==> src/shared/lpdt_pkg.sv <==
// package of constants and types for the low power down timer
package lpdt_pkg;
  // register byte offsets
  localparam logic [7:0] LPDT_OFS_COUNT = 8'h00;
  localparam logic [7:0] LPDT_OFS_RELOAD = 8'h04;
  localparam logic [7:0] LPDT_OFS_CTRL = 8'h08;
  localparam logic [7:0] LPDT_OFS_SOFTIRQ = 8'h0C;
  localparam logic [7:0] LPDT_OFS_STATUS = 8'h10;
  localparam logic [7:0] LPDT_OFS_CLEAR = 8'h14;
  localparam logic [7:0] LPDT_OFS_ENABLE = 8'h18;
  // timer_control field positions
  localparam int LPDT_CTRL_BLOCK_EN = 0;
  localparam int LPDT_CTRL_REPEAT = 1;
  localparam int LPDT_CTRL_START = 2;
  localparam int LPDT_CTRL_DBG_FRZ_EN = 3;
  localparam int LPDT_CTRL_SW_FRZ = 4;
  localparam int LPDT_CTRL_W = 5;
  // status, clear and enable bit positions
  localparam int LPDT_EV_ZERO = 0;
  localparam int LPDT_EV_SOFT = 1;
  localparam int LPDT_EV_W = 2;
  localparam int LPDT_SOFT_W = 8;
  // reset values
  localparam logic [31:0] LPDT_COUNT_RST = 32'h0000_0000;
  localparam logic [31:0] LPDT_RELOAD_RST = 32'h0000_0000;
  localparam logic [4:0] LPDT_CTRL_RST = 5'h00;
  localparam logic [1:0] LPDT_EV_RST = 2'h0;
  // ahb constants
  localparam logic [1:0] LPDT_HTRANS_NONSEQ = 2'h2;
  localparam logic [1:0] LPDT_HTRANS_SEQ = 2'h3;

  // one latched bus address phase
  typedef struct packed {
    logic valid;
    logic write;
    logic [7:0] addr;
  } lpdt_req_t;

  // counter commands from the register file
  typedef struct packed {
    logic start;
    logic stop;
    logic load_count;
    logic [31:0] count_data;
  } lpdt_cmd_t;
endpackage

==> src/design/lpdt_counter.sv <==
// down counter core of the low power down timer
`timescale 1ns/100ps
`default_nettype none
module lpdt_counter
  import lpdt_pkg::*;
#(
  parameter int WIDTH = 32
) (
  input wire logic hclk,
  input wire logic hresetn,
  input wire logic clk_en,
  input wire lpdt_cmd_t cmd,
  input wire logic [WIDTH-1:0] reload,
  input wire logic repeat_mode,
  input wire logic frozen,
  output logic [WIDTH-1:0] count,
  output logic running,
  output logic zero_pulse
);
  // elaboration check: the count must fit the 32-bit register word
  if (WIDTH < 2 || WIDTH > 32) begin : g_bad_width
    $error("lpdt_counter: WIDTH must be 2..32");
  end

  logic [WIDTH-1:0] count_next;
  logic running_next;
  logic zero_next;
  wire logic reload_zero = (reload == '0);
  wire logic at_one = (count == WIDTH'(1));
  wire logic stepping = running && !frozen;

  // next-state of count, run flag and the one-to-zero event
  always_comb begin
    count_next = count;
    running_next = running;
    zero_next = 1'b0;
    if (cmd.stop) begin
      count_next = '0;
      running_next = 1'b0;
    end else if (cmd.start) begin
      count_next = reload;
      running_next = !reload_zero;
    end else if (cmd.load_count) begin
      count_next = cmd.count_data[WIDTH-1:0];
    end else if (stepping) begin
      if (at_one) begin
        zero_next = 1'b1;
        if (repeat_mode) begin
          count_next = reload;
          running_next = !reload_zero;
        end else begin
          count_next = '0;
          running_next = 1'b0;
        end
      end else if (count == '0) begin
        running_next = 1'b0;
      end else begin
        count_next = count - WIDTH'(1);
      end
    end
  end

  // state registers, held while clock enable is low
  always_ff @(posedge hclk or negedge hresetn) begin
    if (!hresetn) begin
      count <= '0;
      running <= 1'b0;
      zero_pulse <= 1'b0;
    end else if (clk_en) begin
      count <= count_next;
      running <= running_next;
      zero_pulse <= zero_next;
    end
  end
endmodule
`default_nettype wire

==> src/design/lpdt_top.sv <==
// low power down timer: ahb-lite register file, freeze control, interrupts
//
// What this block does
// - The counter is a 32-bit down counter on the always-on 32 kHz core clock.
// - A start loads the counter from the reload value, then it counts down once per tick.
// - A zero-crossing interrupt event rises when the running count steps from one to zero.
// - With repeat mode clear the counter stops at zero until a new start.
// - With repeat mode set the counter reloads at zero and keeps counting.
// - While the software-freeze bit is one the counter does not decrement.
// - With debug freeze enabled the halt input stops counting, otherwise it is ignored.
// - System reset returns all counter logic and registers to defaults.
// - A low-power request is accepted only while the counter is not running.
// - With the block already enabled and start clear, writing one to start loads the reload value and runs; a zero reload leaves start at zero.
// - Writing zero to start stops the counter, clears it, and raises no interrupt.
// - In one-shot mode the start bit clears itself on the one-to-zero step.
// - Clearing software freeze resumes from the held value without reloading.
`timescale 1ns/100ps
`default_nettype none
module lpdt_top
  import lpdt_pkg::*;
#(
  parameter int COUNT_W = 32
) (
  input wire logic hclk,
  input wire logic hresetn,
  input wire logic clk_en,
  input wire logic hsel,
  input wire logic [31:0] haddr,
  input wire logic [1:0] htrans,
  input wire logic hwrite,
  input wire logic [2:0] hsize,
  input wire logic [31:0] hwdata,
  input wire logic hready,
  output logic [31:0] hrdata,
  output logic hreadyout,
  output logic hresp,
  input wire logic halt_in,
  input wire logic low_power_req,
  output logic low_power_ack,
  output logic timer_active,
  output logic zero_crossing_irq,
  output logic irq
);
  // elaboration check: the register map holds a 32-bit count only
  if (COUNT_W != 32) begin : g_bad_width
    $error("lpdt_top: COUNT_W must be 32");
  end

  // halt pin crosses from the debug domain: two flip-flops
  logic halt_meta_reg;
  logic halt_sync_reg;
  always_ff @(posedge hclk or negedge hresetn) begin
    if (!hresetn) begin
      halt_meta_reg <= 1'b0;
      halt_sync_reg <= 1'b0;
    end else if (clk_en) begin
      halt_meta_reg <= halt_in;
      halt_sync_reg <= halt_meta_reg;
    end
  end

  // low power request pin synchroniser
  logic lpr_meta_reg;
  logic lpr_sync_reg;
  always_ff @(posedge hclk or negedge hresetn) begin
    if (!hresetn) begin
      lpr_meta_reg <= 1'b0;
      lpr_sync_reg <= 1'b0;
    end else if (clk_en) begin
      lpr_meta_reg <= low_power_req;
      lpr_sync_reg <= lpr_meta_reg;
    end
  end

  // ahb address phase capture
  lpdt_req_t req_reg;
  lpdt_req_t req_next;
  wire logic addr_phase = hsel && hready &&
                          (htrans == LPDT_HTRANS_NONSEQ || htrans == LPDT_HTRANS_SEQ);
  always_comb begin
    req_next = req_reg;
    if (hready) begin
      req_next.valid = addr_phase;
      req_next.write = hwrite;
      req_next.addr = haddr[7:0];
    end
  end
  always_ff @(posedge hclk or negedge hresetn) begin
    if (!hresetn) req_reg <= '0;
    else if (clk_en) req_reg <= req_next;
  end

  // data phase decode
  // read data is latched in the wait cycle, a write lands once as the wait ends
  wire logic wr_en = req_reg.valid && req_reg.write && hreadyout;
  wire logic rd_en = req_reg.valid && !req_reg.write && !hreadyout;
  wire logic hit_count = (req_reg.addr == LPDT_OFS_COUNT);
  wire logic hit_reload = (req_reg.addr == LPDT_OFS_RELOAD);
  wire logic hit_ctrl = (req_reg.addr == LPDT_OFS_CTRL);
  wire logic hit_soft = (req_reg.addr == LPDT_OFS_SOFTIRQ);
  wire logic hit_status = (req_reg.addr == LPDT_OFS_STATUS);
  wire logic hit_clear = (req_reg.addr == LPDT_OFS_CLEAR);
  wire logic hit_enable = (req_reg.addr == LPDT_OFS_ENABLE);
  wire logic wr_ctrl = wr_en && hit_ctrl;

  // software registers
  logic [31:0] reload_reg;
  logic [LPDT_CTRL_W-1:0] ctrl_reg;
  logic [LPDT_CTRL_W-1:0] ctrl_next;
  logic [LPDT_SOFT_W-1:0] soft_reg;
  logic [LPDT_EV_W-1:0] status_reg;
  logic [LPDT_EV_W-1:0] status_next;
  logic [LPDT_EV_W-1:0] enable_reg;

  // counter core interface
  lpdt_cmd_t cmd;
  logic [COUNT_W-1:0] count;
  logic running;
  logic zero_pulse;

  wire logic block_en = ctrl_reg[LPDT_CTRL_BLOCK_EN];
  wire logic start_wr = wr_ctrl && hwdata[LPDT_CTRL_START];
  wire logic stop_wr = wr_ctrl && !hwdata[LPDT_CTRL_START];
  wire logic sw_frozen = ctrl_reg[LPDT_CTRL_SW_FRZ];
  wire logic dbg_frozen = ctrl_reg[LPDT_CTRL_DBG_FRZ_EN] && halt_sync_reg;
  wire logic frozen = sw_frozen || dbg_frozen || !block_en;

  // start and stop come from writes of the start bit; count is writable
  assign cmd = '{start: start_wr && !ctrl_reg[LPDT_CTRL_START] && block_en,
                 stop: stop_wr,
                 load_count: wr_en && hit_count,
                 count_data: hwdata};

  lpdt_counter #(
    .WIDTH(COUNT_W)
  ) u_counter (
    .hclk(hclk),
    .hresetn(hresetn),
    .clk_en(clk_en),
    .cmd(cmd),
    .reload(reload_reg),
    .repeat_mode(ctrl_reg[LPDT_CTRL_REPEAT]),
    .frozen(frozen),
    .count(count),
    .running(running),
    .zero_pulse(zero_pulse)
  );

  // control next value: start bit mirrors whether the counter runs
  wire logic start_ok = start_wr && block_en && (reload_reg != '0);
  always_comb begin
    ctrl_next = ctrl_reg;
    if (wr_ctrl) begin
      ctrl_next = hwdata[LPDT_CTRL_W-1:0];
      ctrl_next[LPDT_CTRL_START] = start_ok || (ctrl_reg[LPDT_CTRL_START] &&
                                    hwdata[LPDT_CTRL_START]);
    end else if (zero_pulse && !ctrl_reg[LPDT_CTRL_REPEAT]) begin
      ctrl_next[LPDT_CTRL_START] = 1'b0;
    end else if (ctrl_reg[LPDT_CTRL_START] && !running && !zero_pulse) begin
      ctrl_next[LPDT_CTRL_START] = running;
    end
  end

  // sticky status: a set in the same cycle as a clear wins
  wire logic [LPDT_EV_W-1:0] ev_set = {wr_en && hit_soft && (hwdata[LPDT_SOFT_W-1:0] != '0),
                                       zero_pulse};
  wire logic [LPDT_EV_W-1:0] ev_clr = (wr_en && hit_clear) ? hwdata[LPDT_EV_W-1:0] : '0;
  assign status_next = (status_reg & ~ev_clr) | ev_set;

  // register writes
  always_ff @(posedge hclk or negedge hresetn) begin
    if (!hresetn) begin
      reload_reg <= LPDT_RELOAD_RST;
      ctrl_reg <= LPDT_CTRL_RST;
      soft_reg <= '0;
      enable_reg <= LPDT_EV_RST;
      status_reg <= LPDT_EV_RST;
    end else if (clk_en) begin
      if (wr_en && hit_reload) reload_reg <= hwdata;
      if (wr_en && hit_soft) soft_reg <= hwdata[LPDT_SOFT_W-1:0];
      if (wr_en && hit_enable) enable_reg <= hwdata[LPDT_EV_W-1:0];
      ctrl_reg <= ctrl_next;
      status_reg <= status_next;
    end
  end

  // read data select
  wire logic [31:0] rd_mux =
    hit_count ? 32'(count) :
    hit_reload ? reload_reg :
    hit_ctrl ? {27'h0, ctrl_reg} :
    hit_soft ? {24'h0, soft_reg} :
    hit_status ? {30'h0, status_reg} :
    hit_enable ? {30'h0, enable_reg} : 32'h0000_0000;

  // outputs registered; one wait state on every access
  // a started timer refuses low power even while frozen, so its count is kept
  wire logic busy = running;
  wire logic ack_next = lpr_sync_reg && !busy;
  always_ff @(posedge hclk or negedge hresetn) begin
    if (!hresetn) begin
      hrdata <= 32'h0000_0000;
      hreadyout <= 1'b1;
      hresp <= 1'b0;
      low_power_ack <= 1'b0;
      timer_active <= 1'b0;
      zero_crossing_irq <= 1'b0;
      irq <= 1'b0;
    end else if (clk_en) begin
      hreadyout <= !(addr_phase && hreadyout);
      hrdata <= rd_en ? rd_mux : hrdata;
      hresp <= 1'b0;
      low_power_ack <= ack_next;
      timer_active <= running;
      zero_crossing_irq <= zero_pulse;
      irq <= |(status_next & enable_reg);
    end
  end
endmodule
`default_nettype wire

==> config.mk <==
export PLATFORM = sky130hd
export DESIGN_NAME = lpdt_top
export DESIGN_NICKNAME = d
export VERILOG_FILES = /design/src/shared/lpdt_pkg.sv /design/src/design/lpdt_counter.sv /design/src/design/lpdt_top.sv
export SDC_FILE = /design/constraint.sdc
export NUM_CORES = 1
export LEC_CHECK = 0
export BUFFER_PORTS_ARGS = -buffer_cell sky130_fd_sc_hd__buf_2
export CORE_MARGIN = 3
export CORE_UTILIZATION = 50
export DETAILED_ROUTE_END_ITERATION = 16
export PLACE_DENSITY_LB_ADDON = 0.05
export SYNTH_ARGS = -nofsm -noshare
export SYNTH_HDL_FRONTEND = slang
export SYNTH_SLANG_ARGS = --single-unit
==> constraint.sdc <==
create_clock -name hclk -period 7.45 [get_ports hclk]
set_input_delay 0 -clock hclk [delete_from_list [all_inputs] [get_ports hclk]]
set_output_delay 0 -clock hclk [all_outputs]
set_load 0.05 [all_outputs]
==> results of run 1 <==
## Yosys cell counts, drive strengths merged (7+ instances only)
library cell  number  share of area, %
dfrtp            133                46
nor2              72               3.9
mux2              61               9.5
nand2             60               3.1
a21oi             42               2.9
a22oi             38               4.0
o21ai             35               2.4
clkbuf            34               2.3
o31ai             23               2.5
nor4              21               2.3
buf               18               1.7
nor3              18               1.3
xnor2             13               1.6
o221ai            12               1.5
or3               11               1.0
xor2              11               1.3
nand3             10              0.69
a211oi             9               1.0
inv                9              0.47
a311oi             7              0.85
or4                7              0.85
## layout make-up
cell class	count	area, sq um	area share (%)
Tap cell	180	225.2	2.566
Sequential cell	134	3354	38.21
Clock buffer	24	491.7	5.601
Clock inverter	8	120.1	1.368
Inverter	9	33.78	0.3848
Timing Repair Buffer	143	982.2	11.19
Multi-Input combinational cell	525	3571	40.68
## logic make-up (layout without fill, tap and decap cells)
group,count (synthesis),count (layout)
AND/OR/NAND/NOR,227,227
AO/OA/AOI/OAI,207,207
flip-flops,134,134
multiplexers,64,64
buffers and inverters,61,184
XOR/XNOR,24,24
adder cells (fa/ha/maj),2,2
other,1,1
## layout by cell type, fill, tap and decap left out, types with 7 or more instances in the layout
master,instances
nor3_1,15
nand3_1,10
a211oi_1,8
xnor2_1,13
buf_4,12
dlygate4sd3_1,46
nor2_1,71
a311oi_1,7
or3_1,8
nor4_1,18
a22oi_1,38
o31ai_1,21
clkbuf_16,17
a21oi_1,42
o21ai_0,34
inv_1,9
dfrtp_1,133
mux2_2,61
xor2_1,11
nand2_1,60
buf_2,84
o221ai_1,11
## worst register-to-register path: stages, from the launching register on
cell      delay [ns]
dfrtp_1         0.43
nor3_1          0.50
nand4_1         0.69
or3_1           0.62
o221ai_4        0.52
buf_4           0.49
nand2b_1        0.28
nor2_1          0.08
a31o_2          0.23
## power by group through the flow
| stage | Clock [uW] | Combinational [uW] | Sequential (uW) |
|---|---|---|---|
| after floorplan | 0 | 216 | 1050 |
| after global placement | 0 | 531 | 864 |
| after detailed placement | 0 | 537 | 868 |
| after CTS | 884 | 559 | 856 |
| after global routing | 921 | 600 | 865 |
| final | 874 | 556 | 855 |
## path summary, 6_finish.rpt
| path | startpoint | end | slack, ns | depth (start not counted) |
|---|---|---|---|---|
| min in group asynchronous | hresetn | hrdata[9]$_DFFE_PN0P_ | 0.18 | 2 |
| setup reg to reg | u_counter.count[7]$_DFFE_PN0P_ | u_counter.count[31]$_DFFE_PN0P_ | 3.50 | 8 |
| hold reg to reg | soft_reg[3]$_DFFE_PN0P_ | soft_reg[3]$_DFFE_PN0P_ | 0.51 | 1 |
| max in group asynchronous | hresetn | req_reg[3]$_DFFE_PN0P_ | 5.99 | 3 |
| hold / removal | clk_en | hreadyout$_DFFE_PN1P_ | 0.01 | 3 |
| setup / recovery | u_counter.count[7]$_DFFE_PN0P_ | u_counter.count[31]$_DFFE_PN0P_ | 3.50 | 8 |
## metrics by stage
| step | setup slack [ns] | hold slack [ns] | util [%] | instances |
|---|---|---|---|---|
| 3_3_place_gp | 3.506 | 0.08215 | 55.09 | 945 |
| 6_report | 3.496 | 0.01317 | 62.75 | 1023 |
| 4_1_cts | 3.454 | 0.0003058 | 62.75 | 1023 |
| 3_5_place_dp | 3.469 | 0.09689 | 55.09 | 945 |
| 5_1_grt | 3.123 | 0.04349 | 62.75 | 1023 |
| 2_1_floorplan | 4.715 | -0.2956 | - | 720 |
## routing by layer
metal  up-vias  GRT usage (%)  part of all wire, %
met5         -              0                    0
met4         0          8.770                  1.6
met3        32          5.131                  6.9
met2       272          42.22                   47
met1      3142          36.96                   44
li1       2925              -                    -
==> key figures, run 1 <==
Clock tree
  – TritonCTS Sinks: 134
  – CTS Buf Count: 17
  – Root Buffer: clkbuf_16
  – Longest Clk Path Bufs: 2
  – H-tree levels: 4
  – CTS resizes: 0
  – CTS Hold Buffers Added: 46
  – CTS tree: done
  – Postcts setup bufs: 0
  – Clk_lat worst skew: 0.43 ns
  – Clk slew on worst S/H paths: 0.06 ns

Place
  – Detailed placement HPWL: 13450 um
  – Routability cong.: 0.8911
  – IO Port Bufs: 85
  – Placed cell areas: 7706 sq um

Power
  – LEAKAGE: 0.004006 uW
  – Clock share of power: roughly two fifths
  – Power share of the combinational group: about a quarter
  – VDD IR max: 0.0001903 V
  – P per Cell Area: about 260 nW/um^2
  – Pint: between 1500 and 2000 uW
  – Sequential share of power: 37.4%
  – NetSw: approximately 750 uW
  – Switch share: 32.81%
  – Overall power: 2286 uW

Floorplan
  – Die ar.: 15890 sq um
  – Die width: 126.0 um
  – Rows: 43
  – Die Y: 126.0 um
  – Num ports: ~120
  – Core Region: 13990 sq um
  – Starting density of the core: 51.51%

Logic synthesis
  – Synth cell types: 69
  – Synthesized area: 7206 sq um
  – Post-synthesis sequential area ratio: 46.55%
  – Synth Area per Inst: 10.01 sq um
  – Async SR Flop Fraction: 100.0%
  – Mapped Nets: 799
  – Synth Area in Adders: 0.3473%
  – Prevailing post-synth register cell: dfrtp_1
  – Synth Area in Simple Gates: between 10% and 20%
  – Synth Area in Compound Gates: slightly below 20%
  – Post-synthesis mux area share: ~9.9%
  – Yosys warnings: 0
  – Post-synthesis xor/xnor area fraction: 2.917%
  – EDFF count, synth: 0
  – Largest family of logic cells by synthesized area: compound AO/OA/AOI/OAI gates
  – Syn Inst Count: 720
  – Synth Register Bits: 134

STA
  – F_max: 0.2529 GHz
  – Fin Setup TNS: 0 ns
  – Crit path time final: 3.954 ns
  – Fin. max-slew vios: 0
  – Final Setup Violations: 0
  – RSZ-0062 raised after global routing: no
  – Clock skew: ~0.014 ns
  – Final-report hold violation count: 0
  – Crit share post-route: between 50 and 60%
  – Worst Tran Pin Value: 0.8544 ns
  – Slew Limit Headroom: 43.04%

Detailed routing
  – Per-cell routed wire length: 20.20 um
  – DRC viols: 0
  – Antenna Nets Post-Route: 0
  – Routed via count: about 6400
  – Via density per instance: 6.228
  – Detailed Route WL: 20670 um
  – Initial DRC Count: 614
  – Router iterations before antenna repair: 5

Run
  – Max Cap Viol: 0

Global routing
  – First-pass GRT wire length: 33710 um
  – Vias in the first global route: 6255
  – Initial antenna violation count: 0
  – GRT Resource Usage Total: between 20% and 30%
  – Grt total ovfl: 0
  – Largest net degree at the start of global routing: just over 80

Layout
  – Number of inserted diodes: 0
  – Design Area, Final: 8778 sq um
  – Area Overhead vs Synth: 21.83%
  – Number of fillers in the final layout: about 1200
  – Net count reported at finish: a little over 900
  – Layout cells sized above 1: 25.50%

Critical path
  – Slowest CP cell: nand4_1
  – Cell breakdown of the critical path: nor3_1 -> nand4_1 -> or3_1 -> o221ai_4 -> buf_4 -> nand2b_1 -> nor2_1 -> a31o_2
  – Crit path largest cell delay: 0.69 ns
  – Worst path bufs/invs: 1
  – CP required: roughly 7.8 ns
  – Arrival @ worst endpoint: 4.26 ns
  – Worst Setup Start Kind: flip-flop
  – Family with the most delay on the worst path: simple AND/OR/NAND/NOR gates
  – Critical setup path kind: flip-flop to flip-flop
  – Worst-path maximum fanout: 34
  – Crit end category: flip-flop

Hold path
  – Tightest Hold Check Type: input pin to flip-flop

Outcome
  – Outcome: finished clean
Note: power is estimated with default switching activity, not from simulation.
==> run 2: changes to the inputs <==
==> constraint.sdc (replaced) <==
create_clock -name hclk -period 3.8 [get_ports hclk]
set_input_delay 0 -clock hclk [delete_from_list [all_inputs] [get_ports hclk]]
set_output_delay 0 -clock hclk [all_outputs]
set_load 0.05 [all_outputs]
==> key figures, run 2 (synthesis gave the netlist of run 1 again) <==
Outcome
  – Outcome: finished clean

Critical path
  – Slowest CP cell: or4_4
  – Worst-path maximum fanout: 13 (-62%)
  – Cell breakdown of the critical path: or4_4 -> or3_1 -> or4_4 -> nand2_1 -> nor2_1 -> a222oi_1 -> o21ai_0
  – Worst R2R Start: u_counter.count[19]$_DFFE_PN0P_
  – Worst Setup Start Kind: flip-flop
  – Crit end category: flip-flop
  – CP dominant cell by count: or4_4
  – CP required: 4.09 ns (-3.67 ns)
  – Crit path largest cell delay: 0.74 ns (+0.05 ns)
  – Arrival @ worst endpoint: 3.47 ns (-0.79 ns)
  – Critical setup path kind: flip-flop to flip-flop
  – CP startpoint: u_counter.count[19]$_DFFE_PN0P_
  – Worst path bufs/invs: 0 (-1)
  – Family with the most delay on the worst path: simple AND/OR/NAND/NOR gates

Power
  – Power share of the combinational group: 25.8% (+1.5 points)
  – Pint: 2813 uW (+83%)
  – P per Cell Area: 485.8 nW/um^2 (+87%)
  – Clock share of power: 34.7% (-3.5 points)
  – VDD IR max: 0.0003136 V (+65%)
  – Sequential share of power: 39.5% (+2.1 points)
  – NetSw: 1441 uW (+92%)
  – LEAKAGE: 0.004018 uW (+0.30%)
  – Switch share: 33.88% (+1.1 points)

Floorplan
  – Die width: 126.0 um (unchanged)
  – Num ports: 115 (unchanged)
  – Rows: 43 (unchanged)
  – Die ar.: 15890 sq um (unchanged)
  – Die Y: 126.0 um (unchanged)
  – Core Region: 13990 sq um (unchanged)
  – Starting density of the core: 51.51% (unchanged)

Place
  – IO Port Bufs: 85 (unchanged)
  – Placed cell areas: 7781 sq um (+0.97%)
  – DP Cell Count: 955 (+1.1%)
  – Routability cong.: 0.8823 (-0.99%)
  – Detailed placement HPWL: 13630 um (+1.3%)

Clock tree
  – Clk_lat worst skew: 0.42 ns (about the same)
  – CTS resizes: 0 (unchanged)
  – CTS tree: done
  – TritonCTS Sinks: 134 (unchanged)
  – Longest Clk Path Bufs: 2 (unchanged)
  – Clk slew on worst S/H paths: 0.05 ns (about the same)
  – H-tree levels: 4 (unchanged)
  – CTS Buf Count: 17 (unchanged)
  – Root Buffer: clkbuf_16

Global routing
  – GRT Resource Usage Total: 26.68% (+0.075 points)
  – Grt total ovfl: 0 (unchanged)
  – Initial antenna violation count: 0 (unchanged)
  – First-pass GRT wire length: 33910 um (+0.59%)
  – Vias in the first global route: 6440 (+3.0%)
  – Largest net degree at the start of global routing: 111 (+35%)

STA
  – RSZ-0062 raised after global routing: no
  – Final-report hold violation count: 0 (unchanged)
  – Crit path time final: 3.181 ns (-0.7731 ns)
  – Crit share post-route: 83.71% (+31 points)
  – Fin Setup TNS: 0 ns (unchanged)
  – F_max: 0.3144 GHz (+24%)
  – Slew Limit Headroom: 32.59% (-10 points)
  – Clock skew: 0.006381 ns (-0.007965 ns)
  – Worst Tran Pin Value: 1.011 ns (+0.1568 ns)
  – Fin. max-slew vios: 0 (unchanged)
  – Final Setup Violations: 0 (unchanged)

Run
  – Max Cap Viol: 0 (unchanged)

Layout
  – Most frequent cells in the layout: 133 x dfrtp_1, 84 x buf_2, 71 x nor2_1
  – Design Area, Final: 8757 sq um (-0.24%)
  – Area Overhead vs Synth: 21.53%
  – Post-route insts no fill: 1033 (+0.98%)
  – Net count reported at finish: 919 (+1.1%)
  – Fin util: 62.60% (-0.15 points)
  – Number of inserted diodes: 0 (unchanged)
  – Layout cells sized above 1: 25.79% (+0.29 points)
  – Most common cell after layout, fill and taps aside: dfrtp_1

Hold path
  – Tightest Hold Check Type: input pin to flip-flop
  – Worst Hold Launch: clk_en

Detailed routing
  – Routed wl met3: 1241 um (-14%)
  – Detailed Route WL: 20500 um (-0.83%)
  – DRC viols: 0 (unchanged)
  – Antenna Nets Post-Route: 0 (unchanged)
  – Routed via count: 6313 (-0.91%)
  – Max Used Layer: met4
  – M1 WL: 9222 um (+0.50%)
  – Router iterations before antenna repair: 7 (+2)
  – Initial DRC Count: 678 (+10%)
  – Metal2 WL: 9591 um (-1.3%)
  – Per-cell routed wire length: 19.84 um (-1.8%)
  – Via density per instance: 6.111 (-1.9%)
[run 2: worst paths after layout]
| kind | end | slack (ns) | cells after the start |
|---|---|---|---|
| worst max-delay path | u_counter.count[25]$_DFFE_PN0P_ | 0.62 | 7 |
| worst min-delay path | hreadyout$_DFFE_PN1P_ | 0.03 | 3 |
| worst max register to register | u_counter.count[25]$_DFFE_PN0P_ | 0.62 | 7 |
| worst min register to register | halt_sync_reg$_DFFE_PN0P_ | 0.51 | 1 |
| max in group asynchronous | u_counter.count[18]$_DFFE_PN0P_ | 2.56 | 3 |
| min in group asynchronous | reload_reg[8]$_DFFE_PN0P_ | 0.27 | 2 |
[run 2: area by class of cell]
cell class	count	area, sq um
Fill cell	1186	5231
Clock buffer	25	455.4
Tap cell	180	225.2
Inverter	9	33.78
Timing Repair Buffer	153	1057
Sequential cell	134	3354
Multi-Input combinational cell	525	3571
Clock inverter	7	60.06
[run 2: timing repair]
item	4_1_cts	5_1_grt
endpoints found under the hold margin	191	0
hold buffers	46	0
buffers inserted	0	0
[run 2: power groups by stage]
stage	clock, uW	sequential, uW	combinational, uW
2_1_floorplan	0	2050	424
3_3_place_gp	0	1690	1050
3_5_place_dp	0	1700	1060
4_1_cts	1500	1680	1100
6_report	1480	1680	1100
5_1_grt	1570	1700	1190
[run 2: stage by stage]
stage                     power [uW]  hold slack [ns]  worst slack [ns]
after floorplan                 2473          -0.2956             1.065
final                           4254          0.02793            0.6192
after CTS                       4285         0.008902            0.6367
after detailed placement        2768           0.2143            0.6460
after global placement          2743           0.2068            0.6809
after global routing            4457          0.08226            0.4645
[run 2: worst register-to-register path, stage by stage (launching register included)]
cell and delay (ns):
dfrtp_1 0.45, or4_4 0.59, or3_1 0.56, or4_4 0.74
nand2_1 0.27, nor2_1 0.07, a222oi_1 0.26, o21ai_0 0.12
[run 2: layer usage]
metal | up-vias | GRT usage [%]
met5 | - | 0
met4 | 0 | 10.28
met3 | 38 | 4.835
met2 | 232 | 41.88
met1 | 3100 | 37.03
li1 | 2943 | -
